<file path="src/rtl/lec_pkg.sv">
// shared constants and carrier types for the link error counter register bank
package lec_pkg;

  // register port geometry
  localparam int ADDR_W = 12;
  localparam int DATA_W = 8;
  localparam int LANES  = 8;

  // register offsets, byte addresses of the control port
  localparam logic [11:0] OFS_LANE0_CONFIG_CHECKSUM = 12'h45D;
  localparam logic [11:0] OFS_ERROR_COUNTER_MONITOR = 12'h46B;
  localparam logic [11:0] OFS_PER_LANE_ALIGN_ENABLE = 12'h46C;

  // reset values
  localparam logic [7:0] RST_LANE0_CONFIG_CHECKSUM = 8'h45;
  localparam logic [7:0] RST_COUNTER_READBACK      = 8'h00;
  localparam logic [7:0] RST_PER_LANE_ALIGN_ENABLE = 8'h0F;
  localparam logic [2:0] RST_COUNTER_LANE_PICK     = 3'h0;
  localparam logic [1:0] RST_COUNTER_TYPE_PICK     = 2'h0;

  // field positions inside the monitor register
  localparam int LANE_PICK_LSB = 4;
  localparam int LANE_PICK_MSB = 6;
  localparam int TYPE_PICK_LSB = 0;
  localparam int TYPE_PICK_MSB = 1;

  // half of the lanes, used per link in dual link mode
  localparam int HALF_LANES = 4;

  // counter type codes written to the type pick field
  typedef enum logic [1:0] {
    CNT_DISPARITY   = 2'h0,
    CNT_NOT_IN_TBL  = 2'h1,
    CNT_UNEXP_CTRL  = 2'h2,
    CNT_UNUSED      = 2'h3
  } lec_cnt_type_t;

  // one error event per lane per kind, single cycle pulses
  typedef struct packed {
    logic [LANES-1:0] disparity;
    logic [LANES-1:0] not_in_table;
    logic [LANES-1:0] unexp_ctrl;
  } lec_err_evt_t;

  // register access request from the serial control port engine
  typedef struct packed {
    logic              wr;
    logic              rd;
    logic [ADDR_W-1:0] addr;
    logic [DATA_W-1:0] wdata;
  } lec_reg_req_t;

endpackage : lec_pkg

</file>
<file path="src/rtl/lec_err_counters.sv">
// per lane saturating error counters, one per error kind
`timescale 1ns/10ps
`default_nettype none
module lec_err_counters #(
  parameter int LANES = 8,
  parameter int CNT_W = 8
) (
  // clock and reset
  input  wire logic                  clk,
  input  wire logic                  rst_n,
  // error events from the lane decoders
  input  wire lec_pkg::lec_err_evt_t evt,
  // all count values, lane-major
  output logic [LANES-1:0][CNT_W-1:0] disparity_error_count,
  output logic [LANES-1:0][CNT_W-1:0] not_in_table_count,
  output logic [LANES-1:0][CNT_W-1:0] unexpected_control_count
);

  localparam logic [CNT_W-1:0] CNT_MAX = '1;

  // next values of every counter
  logic [LANES-1:0][CNT_W-1:0] disp_d;
  logic [LANES-1:0][CNT_W-1:0] nit_d;
  logic [LANES-1:0][CNT_W-1:0] ucc_d;

  genvar g;
  generate
    for (g = 0; g < LANES; g++) begin : g_lane
      // saturate instead of wrap so a busy lane never looks clean
      always_comb begin
        disp_d[g] = disparity_error_count[g];
        nit_d[g]  = not_in_table_count[g];
        ucc_d[g]  = unexpected_control_count[g];
        if (evt.disparity[g] && disparity_error_count[g] != CNT_MAX) begin
          disp_d[g] = disparity_error_count[g] + 1'b1;
        end
        if (evt.not_in_table[g] && not_in_table_count[g] != CNT_MAX) begin
          nit_d[g] = not_in_table_count[g] + 1'b1;
        end
        if (evt.unexp_ctrl[g] && unexpected_control_count[g] != CNT_MAX) begin
          ucc_d[g] = unexpected_control_count[g] + 1'b1;
        end
      end

      // register stage, cleared only by reset
      always_ff @(posedge clk) begin
        if (!rst_n) begin
          disparity_error_count[g]    <= '0;
          not_in_table_count[g]       <= '0;
          unexpected_control_count[g] <= '0;
        end else begin
          disparity_error_count[g]    <= disp_d[g];
          not_in_table_count[g]       <= nit_d[g];
          unexpected_control_count[g] <= ucc_d[g];
        end
      end
    end
  endgenerate

endmodule // lec_err_counters
`default_nettype wire

</file>
<file path="src/rtl/lec_regs.sv">
// link error counter register bank: checksum, counter monitor, lane align enables
// What this block does
// - write-only lane pick field at bits 6:4
// - write-only counter type pick at bits 1:0
// - three error counters kept per lane
// - write picks first, then read selected count
// - readback is read-only, eight bits, resets zero
// - per lane align enables, lanes 0-3 after reset
// - dual link uses low four bits per link
`timescale 1ns/10ps
`default_nettype none
module lec_regs #(
  parameter int LANES = 8,
  parameter int CNT_W = 8
) (
  // clock and reset
  input  wire logic                  CLK,
  input  wire logic                  RST_N,
  // register port from the serial control port engine
  input  wire lec_pkg::lec_reg_req_t REG_REQ,
  output logic [7:0]                 RD_DATA,
  output logic                       RD_VALID,
  // error events from the lane decoders, same clock
  input  wire lec_pkg::lec_err_evt_t ERR_EVT,
  // link mode, same clock
  input  wire logic                  DUAL_LINK,
  // configuration outputs to the receive datapath
  output logic [LANES-1:0]           ALIGN_EN,
  output logic [7:0]                 FIRST_LANE_SUM
);

  // counter values from the counter bank
  logic [LANES-1:0][CNT_W-1:0] disparity_error_count;
  logic [LANES-1:0][CNT_W-1:0] not_in_table_count;
  logic [LANES-1:0][CNT_W-1:0] unexpected_control_count;

  // register state and next values
  logic [7:0]       first_lane_sum_q,  first_lane_sum_d;   // checksum register
  logic [2:0]       counter_lane_pick_q, counter_lane_pick_d; // write-only lane pick
  logic [1:0]       counter_type_pick_q, counter_type_pick_d; // write-only type pick
  logic [7:0]       counter_readback_q, counter_readback_d;   // read-only snapshot
  logic [7:0]       align_enable_q,    align_enable_d;     // per lane align enables
  logic [LANES-1:0] align_out_q,       align_out_d;        // enables seen by datapath
  logic [7:0]       rd_data_q,         rd_data_d;          // read answer
  logic             rd_valid_q,        rd_valid_d;         // read answer strobe

  // decode of the three addresses
  logic hit_sum;
  logic hit_mon;
  logic hit_aln;
  logic [7:0] sel_count;   // counter picked by the current selections

  // counter bank, indirect access only
  lec_err_counters #(
    .LANES (LANES),
    .CNT_W (CNT_W)
  ) u_counters (
    .clk                      (CLK),
    .rst_n                    (RST_N),
    .evt                      (ERR_EVT),
    .disparity_error_count    (disparity_error_count),
    .not_in_table_count       (not_in_table_count),
    .unexpected_control_count (unexpected_control_count)
  );

  // address decode
  always_comb begin
    hit_sum = (REG_REQ.addr == lec_pkg::OFS_LANE0_CONFIG_CHECKSUM);
    hit_mon = (REG_REQ.addr == lec_pkg::OFS_ERROR_COUNTER_MONITOR);
    hit_aln = (REG_REQ.addr == lec_pkg::OFS_PER_LANE_ALIGN_ENABLE);
  end

  // counter mux driven by the registered picks
  always_comb begin
    sel_count = '0;
    unique case (lec_pkg::lec_cnt_type_t'(counter_type_pick_q))
      lec_pkg::CNT_DISPARITY: begin
        sel_count = 8'(disparity_error_count[counter_lane_pick_q]);
      end
      lec_pkg::CNT_NOT_IN_TBL: begin
        sel_count = 8'(not_in_table_count[counter_lane_pick_q]);
      end
      lec_pkg::CNT_UNEXP_CTRL: begin
        sel_count = 8'(unexpected_control_count[counter_lane_pick_q]);
      end
      lec_pkg::CNT_UNUSED: begin
        sel_count = '0;
      end
    endcase
  end

  // register writes and readback snapshot
  always_comb begin
    first_lane_sum_d    = first_lane_sum_q;
    counter_lane_pick_d = counter_lane_pick_q;
    counter_type_pick_d = counter_type_pick_q;
    align_enable_d      = align_enable_q;
    // snapshot follows the picks one cycle later, so a read right after
    // the pick write still sees the old lane: leave one idle cycle
    counter_readback_d  = sel_count;
    if (REG_REQ.wr) begin
      if (hit_sum) begin
        // hardware takes the value as given; the sum is software's job
        first_lane_sum_d = REG_REQ.wdata;
      end
      if (hit_mon) begin
        // only the pick fields take the write, never the counters
        counter_lane_pick_d =
          REG_REQ.wdata[lec_pkg::LANE_PICK_MSB:lec_pkg::LANE_PICK_LSB];
        counter_type_pick_d =
          REG_REQ.wdata[lec_pkg::TYPE_PICK_MSB:lec_pkg::TYPE_PICK_LSB];
      end
      if (hit_aln) begin
        align_enable_d = REG_REQ.wdata;
      end
    end
  end

  // lane enables as seen by the datapath; both links share the low nibble
  always_comb begin
    align_out_d = align_enable_q;
    if (DUAL_LINK) begin
      align_out_d = {align_enable_q[lec_pkg::HALF_LANES-1:0],
                     align_enable_q[lec_pkg::HALF_LANES-1:0]};
    end
  end

  // read answer, one cycle after the request
  always_comb begin
    rd_valid_d = REG_REQ.rd;
    rd_data_d  = '0;
    if (REG_REQ.rd) begin
      if (hit_sum) begin
        rd_data_d = first_lane_sum_q;
      end else if (hit_mon) begin
        rd_data_d = counter_readback_q;
      end else if (hit_aln) begin
        rd_data_d = align_enable_q;
      end
    end
  end

  // state registers
  always_ff @(posedge CLK) begin
    if (!RST_N) begin
      first_lane_sum_q    <= lec_pkg::RST_LANE0_CONFIG_CHECKSUM;
      counter_lane_pick_q <= lec_pkg::RST_COUNTER_LANE_PICK;
      counter_type_pick_q <= lec_pkg::RST_COUNTER_TYPE_PICK;
      counter_readback_q  <= lec_pkg::RST_COUNTER_READBACK;
      align_enable_q      <= lec_pkg::RST_PER_LANE_ALIGN_ENABLE;
      align_out_q         <= LANES'(lec_pkg::RST_PER_LANE_ALIGN_ENABLE);
      rd_data_q           <= '0;
      rd_valid_q          <= 1'b0;
    end else begin
      first_lane_sum_q    <= first_lane_sum_d;
      counter_lane_pick_q <= counter_lane_pick_d;
      counter_type_pick_q <= counter_type_pick_d;
      counter_readback_q  <= counter_readback_d;
      align_enable_q      <= align_enable_d;
      align_out_q         <= align_out_d;
      rd_data_q           <= rd_data_d;
      rd_valid_q          <= rd_valid_d;
    end
  end

  // outputs straight from flops
  assign RD_DATA        = rd_data_q;
  assign RD_VALID       = rd_valid_q;
  assign ALIGN_EN       = align_out_q;
  assign FIRST_LANE_SUM = first_lane_sum_q;

endmodule // lec_regs
`default_nettype wire

</file>
<file path="config.mk">
export PLATFORM = sky130hd
export DESIGN_NAME = lec_regs
export DESIGN_NICKNAME = d
export VERILOG_FILES = /design/src/rtl/lec_pkg.sv /design/src/rtl/lec_err_counters.sv /design/src/rtl/lec_regs.sv
export SDC_FILE = /design/constraint.sdc
export NUM_CORES = 1
export LEC_CHECK = 0
export BUFFER_PORTS_ARGS = -buffer_cell sky130_fd_sc_hd__buf_2
export CAP_MARGIN = 20
export CORE_ASPECT_RATIO = 2
export CORE_MARGIN = 2
export CORE_UTILIZATION = 61
export CTS_CLUSTER_DIAMETER = 50
export DETAILED_ROUTE_END_ITERATION = 12
export PLACE_DENSITY = 0.87
export SETUP_SLACK_MARGIN = 0.3
export SLEW_MARGIN = 20
export SYNTH_ARGS = -nofsm -noshare
export SYNTH_HDL_FRONTEND = slang
export SYNTH_SLANG_ARGS = --single-unit
</file>
<file path="constraint.sdc">
create_clock -name CLK -period 2.5 [get_ports CLK]
set_input_delay 0.75 -clock CLK [delete_from_list [all_inputs] [get_ports CLK]]
set_output_delay 0.75 -clock CLK [all_outputs]
set_load 0.05 [all_outputs]
</file>
==> results of run 1 <==
[state kept, by name, summed over array words and instances, names as in the netlist]
name                                 flops
align_enable_q                           8
counter_type_pick_q                      2
FIRST_LANE_SUM                           8
u_counters.disparity_error_count        64
RD_VALID                                 1
u_counters.unexpected_control_count     64
counter_lane_pick_q                      3
u_counters.not_in_table_count           64
RD_DATA                                  8
ALIGN_EN                                 8
counter_readback_q                       8
[final cells by class]
cell class / instances / area [sq um] / area share
repair buffers: 92 / 546 / 0.0396
flip-flops and latches: 238 / 4770 / 0.346
inverters: 21 / 81.3 / 0.00590
well taps: 266 / 333 / 0.0241
clock buffers: 26 / 564 / 0.0409
multi-input cells: 1047 / 7310 / 0.531
diodes: 2 / 5.00 / 0.000363
clock inverters: 12 / 171 / 0.0124
[kinds of logic (layout without fill, tap and decap cells)]
| family | Yosys count | in the layout | synth area share |
|---|---|---|---|
| other | 0 | 2 | 0 |
| buffers and inverters | 91 | 151 | 0.0334 |
| xor gates and xnor gates | 86 | 86 | 0.0603 |
| AOI/OAI and AO/OA | 291 | 291 | 0.161 |
| DFF | 238 | 238 | 0.381 |
| and+or+nand+nor | 544 | 544 | 0.218 |
| adders and majority gates | 24 | 24 | 0.0240 |
| muxes | 102 | 102 | 0.122 |
[layout by cell type (no fill, tap or decap), drive strengths merged, types with 26 or more instances in the layout]
cell	instances
a21oi	94
buf	92
clkbuf	26
dfxtp	238
mux2i	58
mux4	36
nand2	98
nand3	95
nand4	52
nor2	146
nor3	33
o21ai	58
o31ai	34
xnor2	43
xor2	43
[how the worst min path moves through the flow]
stage | slack [ns] | end | startpoint | cells after the start
floorplan | 0.45 | ALIGN_EN[0] | align_enable_q[0] | 1
global placement | 0.48 | align_enable_q[6] | align_enable_q[6] | 2
detailed placement | 0.48 | FIRST_LANE_SUM[3] | FIRST_LANE_SUM[3] | 2
CTS | 0.48 | FIRST_LANE_SUM[2] | REG_REQ[2] | 3
global route | 0.51 | counter_lane_pick_q[1] | REG_REQ[5] | 3
finish | 0.49 | ALIGN_EN[2] | align_enable_q[2] | 1
[worst max-delay path, cell delays in order (launching register included)]
cell	delay, ns
sky130_fd_sc_hd__dfxtp_2	0.69
sky130_fd_sc_hd__buf_4	0.27
sky130_fd_sc_hd__mux4_1	0.55
sky130_fd_sc_hd__mux2i_1	0.31
sky130_fd_sc_hd__o211ai_1	0.12
[power groups by stage]
stage               Sequential (mW)  Combinational (mW)  Clock [mW]
floorplan                      4.05               0.310           0
global placement               4.08               0.457           0
detailed placement             4.08               0.481           0
CTS                            3.99               0.490        3.58
global route                   4.01               0.549        3.71
finish                         4.00               0.492        3.52
[metal layers]
metal	vias to the layer above	track usage	routed length, um
met3	134	0.0309	1580
met5	-	0	0
met1	5371	0.305	11400
met4	0	0.213	2110
li1	5242	-	-
met2	409	0.542	17000
==> reports/metrics.yaml, run 1 <==
run_status: "completed"
global_route_wire_length_before_repair_mm: 52.3
cts.hold.buffers_added: 0
post_synth.cell_area_avg_sq_um: 9.08
critPathCaptureType: "flop"
crit_path_end: "counter_readback_q[5]"
placement.cell_area_sq_um: 13000
p_comb_frac: 0.061
power.static_leakage_nw: 4.97
place_inst: 1664
cts_htree_levels: 1
final.setup.worst_slack_ns: 0.438
floorplan.die.width_um: 105
cts_resized: 0
synth_async_sr_flop_share: 0
cts.repair_timing.setup_buffer_count: 0
gp_routability_congestion: 0.921
clock_latency_ns: 0.52
clk_pin_slew_worst_paths_ns: 0.07
tightestPinTransition_ns: 0.638
globalRouteTotalUtil: 0.294
tritoncts: "built"
mappedNetlistNets: 1449
grt_max_degree: 99
cp_data_arrival_time_ns: 2.46
port-buffer-count: 73
via_count: 11156
commonest_cells_in_the_netlist: "238 x sky130_fd_sc_hd__dfxtp_1, 146 x sky130_fd_sc_hd__nor2_1, 97 x sky130_fd_sc_hd__nand2_1"
setup_viol: 0
r2r_slack_ns: 0.44
setup_total_negative_slack_ns: 0
vias_in_the_first_global_route: 10906
pwr-share-seq: 0.499
std_cell_rows: 74
slew_viol_final: 0
max_freq_mhz: 485
dp_worst_setup_slack_ns: 0.363
hold_violations: 0
internal_power_mw: 6.11
core_area_sq_um: 20300
synth.yosys.seq_area_share: 0.381
drc: 0
clk_path_buf_depth: 3
crit_start: "counter_lane_pick_q[1]"
synthToLayoutAreaGrowth_pct: 10.3
drtPass1Iterations: 12
fin_skew_ns: 0.00716
worst-setup-path-type: "reg -> reg"
clock_power_share: 0.440
ys.flop_type: "sky130_fd_sc_hd__dfxtp_1"
r2r_cells: 4
wirelength_mm: 32.1
slew_headroom: 0.571
synthDominantCellAreaShare: 0.381
routed_wirelength_normalized_by_instance_count_um: 18.8
route.detailed.vias_per_inst: 6.55
synth_edf_count: 0
start_util: 0.616
io-pin-count: 74
number_of_antenna_violations_at_the_first_check_in_global_routing: 2
final_net_count: 1494
die_height_um: 206
main_area_contributors_after_synthesis: "sky130_fd_sc_hd__dfxtp_1 38%, sky130_fd_sc_hd__mux4_2 4.9%, sky130_fd_sc_hd__mux2i_1 4.6%"
grt_setup_unrepaired: "no"
crit_fanout: 17
drv_cap: 0
period_share: 0.825
first_iter_violations: 734
synth_cells: 1376
whs_ns: 0.489
element_type_at_the_critical_path_start: "flop"
min_path_type: "reg -> reg"
regToRegEndpoint: "counter_readback_q[5]"
sw_frac_of_total: 0.238
finalPower_mw: 8.01
r2r_start: "counter_lane_pick_q[1]"
required_ns: 2.90
post_synth_num_cell_types: 57
period_minus_slack_ns: 2.06
drive_above_1_share: 0.125
fin_util: 0.680
global_route.overflow_total: 0
syn_area_sq_um: 12500
p_sw_mw: 1.91
synth_warnings: 0
synth_register_bits: 238
die_area_sq_um: 21700
design_area_sq_um: 13800
detailedPlacementHpwl_mm: 23.1
p_per_area_nw_per_um2: 581
num-fill-cells: 1551
synth.largest_area_cell: "sky130_fd_sc_hd__dfxtp_1"
cts.root.buffer_cell: "sky130_fd_sc_hd__clkbuf_16"
cts.sinks: 238
instances_no_fill: 1704
drt.antenna.violating_nets: 0
cts_buffers: 21
max-vdd-ir-drop_mv: 0.444
yosysMostFrequentCell: "sky130_fd_sc_hd__dfxtp_1"
Power figures use the tool's default switching activity.
==> run 2, diff against run 1 <==
--- a/config.mk
+++ b/config.mk
@@ -9,10 +9,10 @@
 export CAP_MARGIN = 20
 export CORE_ASPECT_RATIO = 2
 export CORE_MARGIN = 2
-export CORE_UTILIZATION = 61
+export CORE_UTILIZATION = 56
 export CTS_CLUSTER_DIAMETER = 50
 export DETAILED_ROUTE_END_ITERATION = 12
-export PLACE_DENSITY = 0.87
+export PLACE_DENSITY = 0.84
 export SETUP_SLACK_MARGIN = 0.3
 export SLEW_MARGIN = 20
 export SYNTH_ARGS = -nofsm -noshare
==> constraint.sdc (replaced) <==
create_clock -name CLK -period 1.7 [get_ports CLK]
set_input_delay 0.51 -clock CLK [delete_from_list [all_inputs] [get_ports CLK]]
set_output_delay 0.51 -clock CLK [all_outputs]
set_load 0.05 [all_outputs]
==> reports/metrics.yaml, run 2 (synthesis results as in run 1) <==
placement.cell_area_sq_um: 13500  # +3.8%
r2r_start: "counter_lane_pick_q[0]"
num_antenna_cells: 0  # -2
cpMaxStageDelayCell: "sky130_fd_sc_hd__mux4_2"
r2r_slack_ns: -0.29  # -0.73 ns
critPathCaptureType: "flop"
grt_setup_unrepaired: "yes"
die_height_um: 215  # +4.3%
cts.hold.buffers_added: 0  # unchanged
io-pin-count: 74  # unchanged
core_area_sq_um: 22000  # +8.3%
routed_wirelength_normalized_by_instance_count_um: 25.6  # +36%
p_comb_frac: 0.083  # +0.022
cts.root.buffer_cell: "sky130_fd_sc_hd__clkbuf_16"
start_util: 0.569  # -0.0474
min_path_type: "in -> reg"
clk_pin_slew_worst_paths_ns: 0.07  # about the same
run_status: "complete, but fails checks"
element_type_at_the_critical_path_start: "flop"
slew_viol_final: 0  # unchanged
clk_path_buf_depth: 3  # unchanged
max-vdd-ir-drop_mv: 0.813  # +83%
period_share: 1.17  # +0.348
tightestPinTransition_ns: 0.668  # +0.0304 ns
number_of_antenna_violations_at_the_first_check_in_global_routing: 0  # -2
pwr-share-seq: 0.464  # -0.035
setup_total_negative_slack_ns: -0.853  # -0.853 ns
internal_power_mw: 9.59  # +57%
instances_no_fill: 1814  # +6.5%
whs_ns: 0.239  # -0.250 ns
design_area_sq_um: 16400  # +19%
slew_headroom: 0.551  # -0.0201
globalRouteTotalUtil: 0.317  # +0.0227
holdPathStages: 3  # +2
r2r_cells: 4  # unchanged
route.detailed.vias_per_inst: 7.23  # +10%
period_minus_slack_ns: 1.99  # -0.0685 ns
p_sw_mw: 3.18  # +67%
setup_viol: 6  # +6
global_route.overflow_total: 0  # unchanged
cp_cell_sequence: "buf_6 -> mux4_2 -> mux2i_2 -> o211ai_1"
cts_htree_levels: 1  # unchanged
worst-setup-path-type: "reg -> reg"
min_from: "REG_REQ[7]"
required_ns: 2.12  # -0.78 ns
hold_violations: 0  # unchanged
die_area_sq_um: 23600  # +8.7%
cp_data_arrival_time_ns: 2.41  # -0.05 ns
port-buffer-count: 73  # unchanged
holdPathEnd: "FIRST_LANE_SUM[7]"
reg.largest.list: "u_counters.disparity_error_count (64), u_counters.not_in_table_count (64), u_counters.unexpected_control_count (64)"
gp_routability_congestion: 0.992  # +7.7%
global_route_wire_length_before_repair_mm: 59.3  # +13%
drive_above_1_share: 0.371  # +0.246
max_stage_delay_ns: 0.58  # -0.11 ns
final_net_count: 1596  # +6.8%
vias_in_the_first_global_route: 11803  # +8.2%
sw_frac_of_total: 0.249  # +0.0109
power.static_leakage_nw: 5.83  # +17%
place_inst: 1716  # +3.1%
std_cell_rows: 77  # +4.1%
detailedPlacementHpwl_mm: 24.3  # +5.2%
via_count: 13114  # +18%
fin_skew_ns: 0.0242  # +0.0170 ns
drc: 0  # unchanged
crit_fanout: 13  # -4
num-fill-cells: 1229  # -21%
crit_start: "counter_lane_pick_q[0]"
final.setup.worst_slack_ns: -0.294  # -0.731 ns
floorplan.die.width_um: 110  # +4.2%
drtPass1Iterations: 6  # -6
drt.antenna.violating_nets: 0  # unchanged
finalPower_mw: 12.8  # +59%
max_freq_mhz: 502  # +3.4%
clock_latency_ns: 0.55  # +0.03 ns
cts.sinks: 238  # unchanged
grt_max_degree: 40  # -60%
regToRegEndpoint: "counter_readback_q[7]"
wirelength_mm: 46.4  # +45%
violations: "negative setup slack"
p_per_area_nw_per_um2: 778  # +34%
tritoncts: "built"
leading_cell_type_in_the_layout_fill_and_taps_excluded: "sky130_fd_sc_hd__nor2_1"
cts_buffers: 22  # +4.8%
drv_cap: 0  # unchanged
clock_power_share: 0.453  # +0.013
first_iter_violations: 1745  # +140%
final_cell_mix: "146 x sky130_fd_sc_hd__nor2_1, 107 x sky130_fd_sc_hd__dfxtp_2, 99 x sky130_fd_sc_hd__dfxtp_1"
synthToLayoutAreaGrowth_pct: 31.3
run 2: changes by cell type in the layout (fill, tap and decap cells not counted), sizes merged:
cell,before,now
buf,92,191
clkbuf,26,28
clkinvlp,3,1
diode,2,0
bufbuf,0,1
bufinv,4,5
clkinv,4,5
run 2: power groups by stage:
| stage | combinational, mW | sequential, mW | clock [mW] |
|---|---|---|---|
| 2_1_floorplan | 0.472 | 5.96 | 0 |
| 3_3_place_gp | 0.751 | 5.98 | 0 |
| 3_5_place_dp | 0.782 | 5.99 | 0 |
| 4_1_cts | 0.883 | 5.89 | 5.70 |
| 5_1_grt | 1.13 | 5.93 | 5.93 |
| 6_report | 1.06 | 5.92 | 5.78 |
run 2: how the worst max path moves through the flow:
stage / end / cells past startpoint
after floorplan: RD_DATA[5] / 7
after global placement: counter_readback_q[2] / 4
after detailed placement: RD_DATA[2] / 6
after CTS: counter_readback_q[1] / 5
after global routing: counter_readback_q[7] / 4
final: counter_readback_q[7] / 4
run 2: layout make-up:
type | count | area [sq um] | share of cell area
Timing Repair Buffer | 193 | 1780 | 0.108
Tap cell | 276 | 345 | 0.0211
Sequential cell | 238 | 5020 | 0.306
Multi-Input combinational cell | 1047 | 8350 | 0.509
Inverter | 21 | 81.3 | 0.00496
Clock buffer | 27 | 631 | 0.0384
Clock inverter | 12 | 195 | 0.0119
run 2: routing by layer:
layer  global-route usage  vias to the layer above  part of all wire
li1                     -                     5468                 -
met1                0.329                     6137              0.32
met2                0.557                     1080              0.48
met3               0.0485                      429             0.096
met4                0.232                        0              0.10
met5                    0                        -                 0
run 2: timing repair:
action                                  CTS  global route
setup buffers                            27            29
endpoints found under the setup margin  137           142
pin swaps                                20            68
resized for setup                       250           209
cloned                                    2             1
endpoints found under the hold margin     0             0
run 2: per-stage QoR:
step | util | worst slack [ns]
2_1_floorplan | - | 0.0420
3_3_place_gp | 0.616 | -0.0319
3_5_place_dp | 0.616 | -0.0572
4_1_cts | 0.702 | 0.0605
5_1_grt | 0.747 | -0.266
6_report | 0.747 | -0.294
run 2: worst max-delay path: cells and delay by family (launching register included):
kind            cells  cell delay, ns
mux                 2            1.07
compound gates      1            0.15
buf+inv             1            0.23
flops               1            0.41
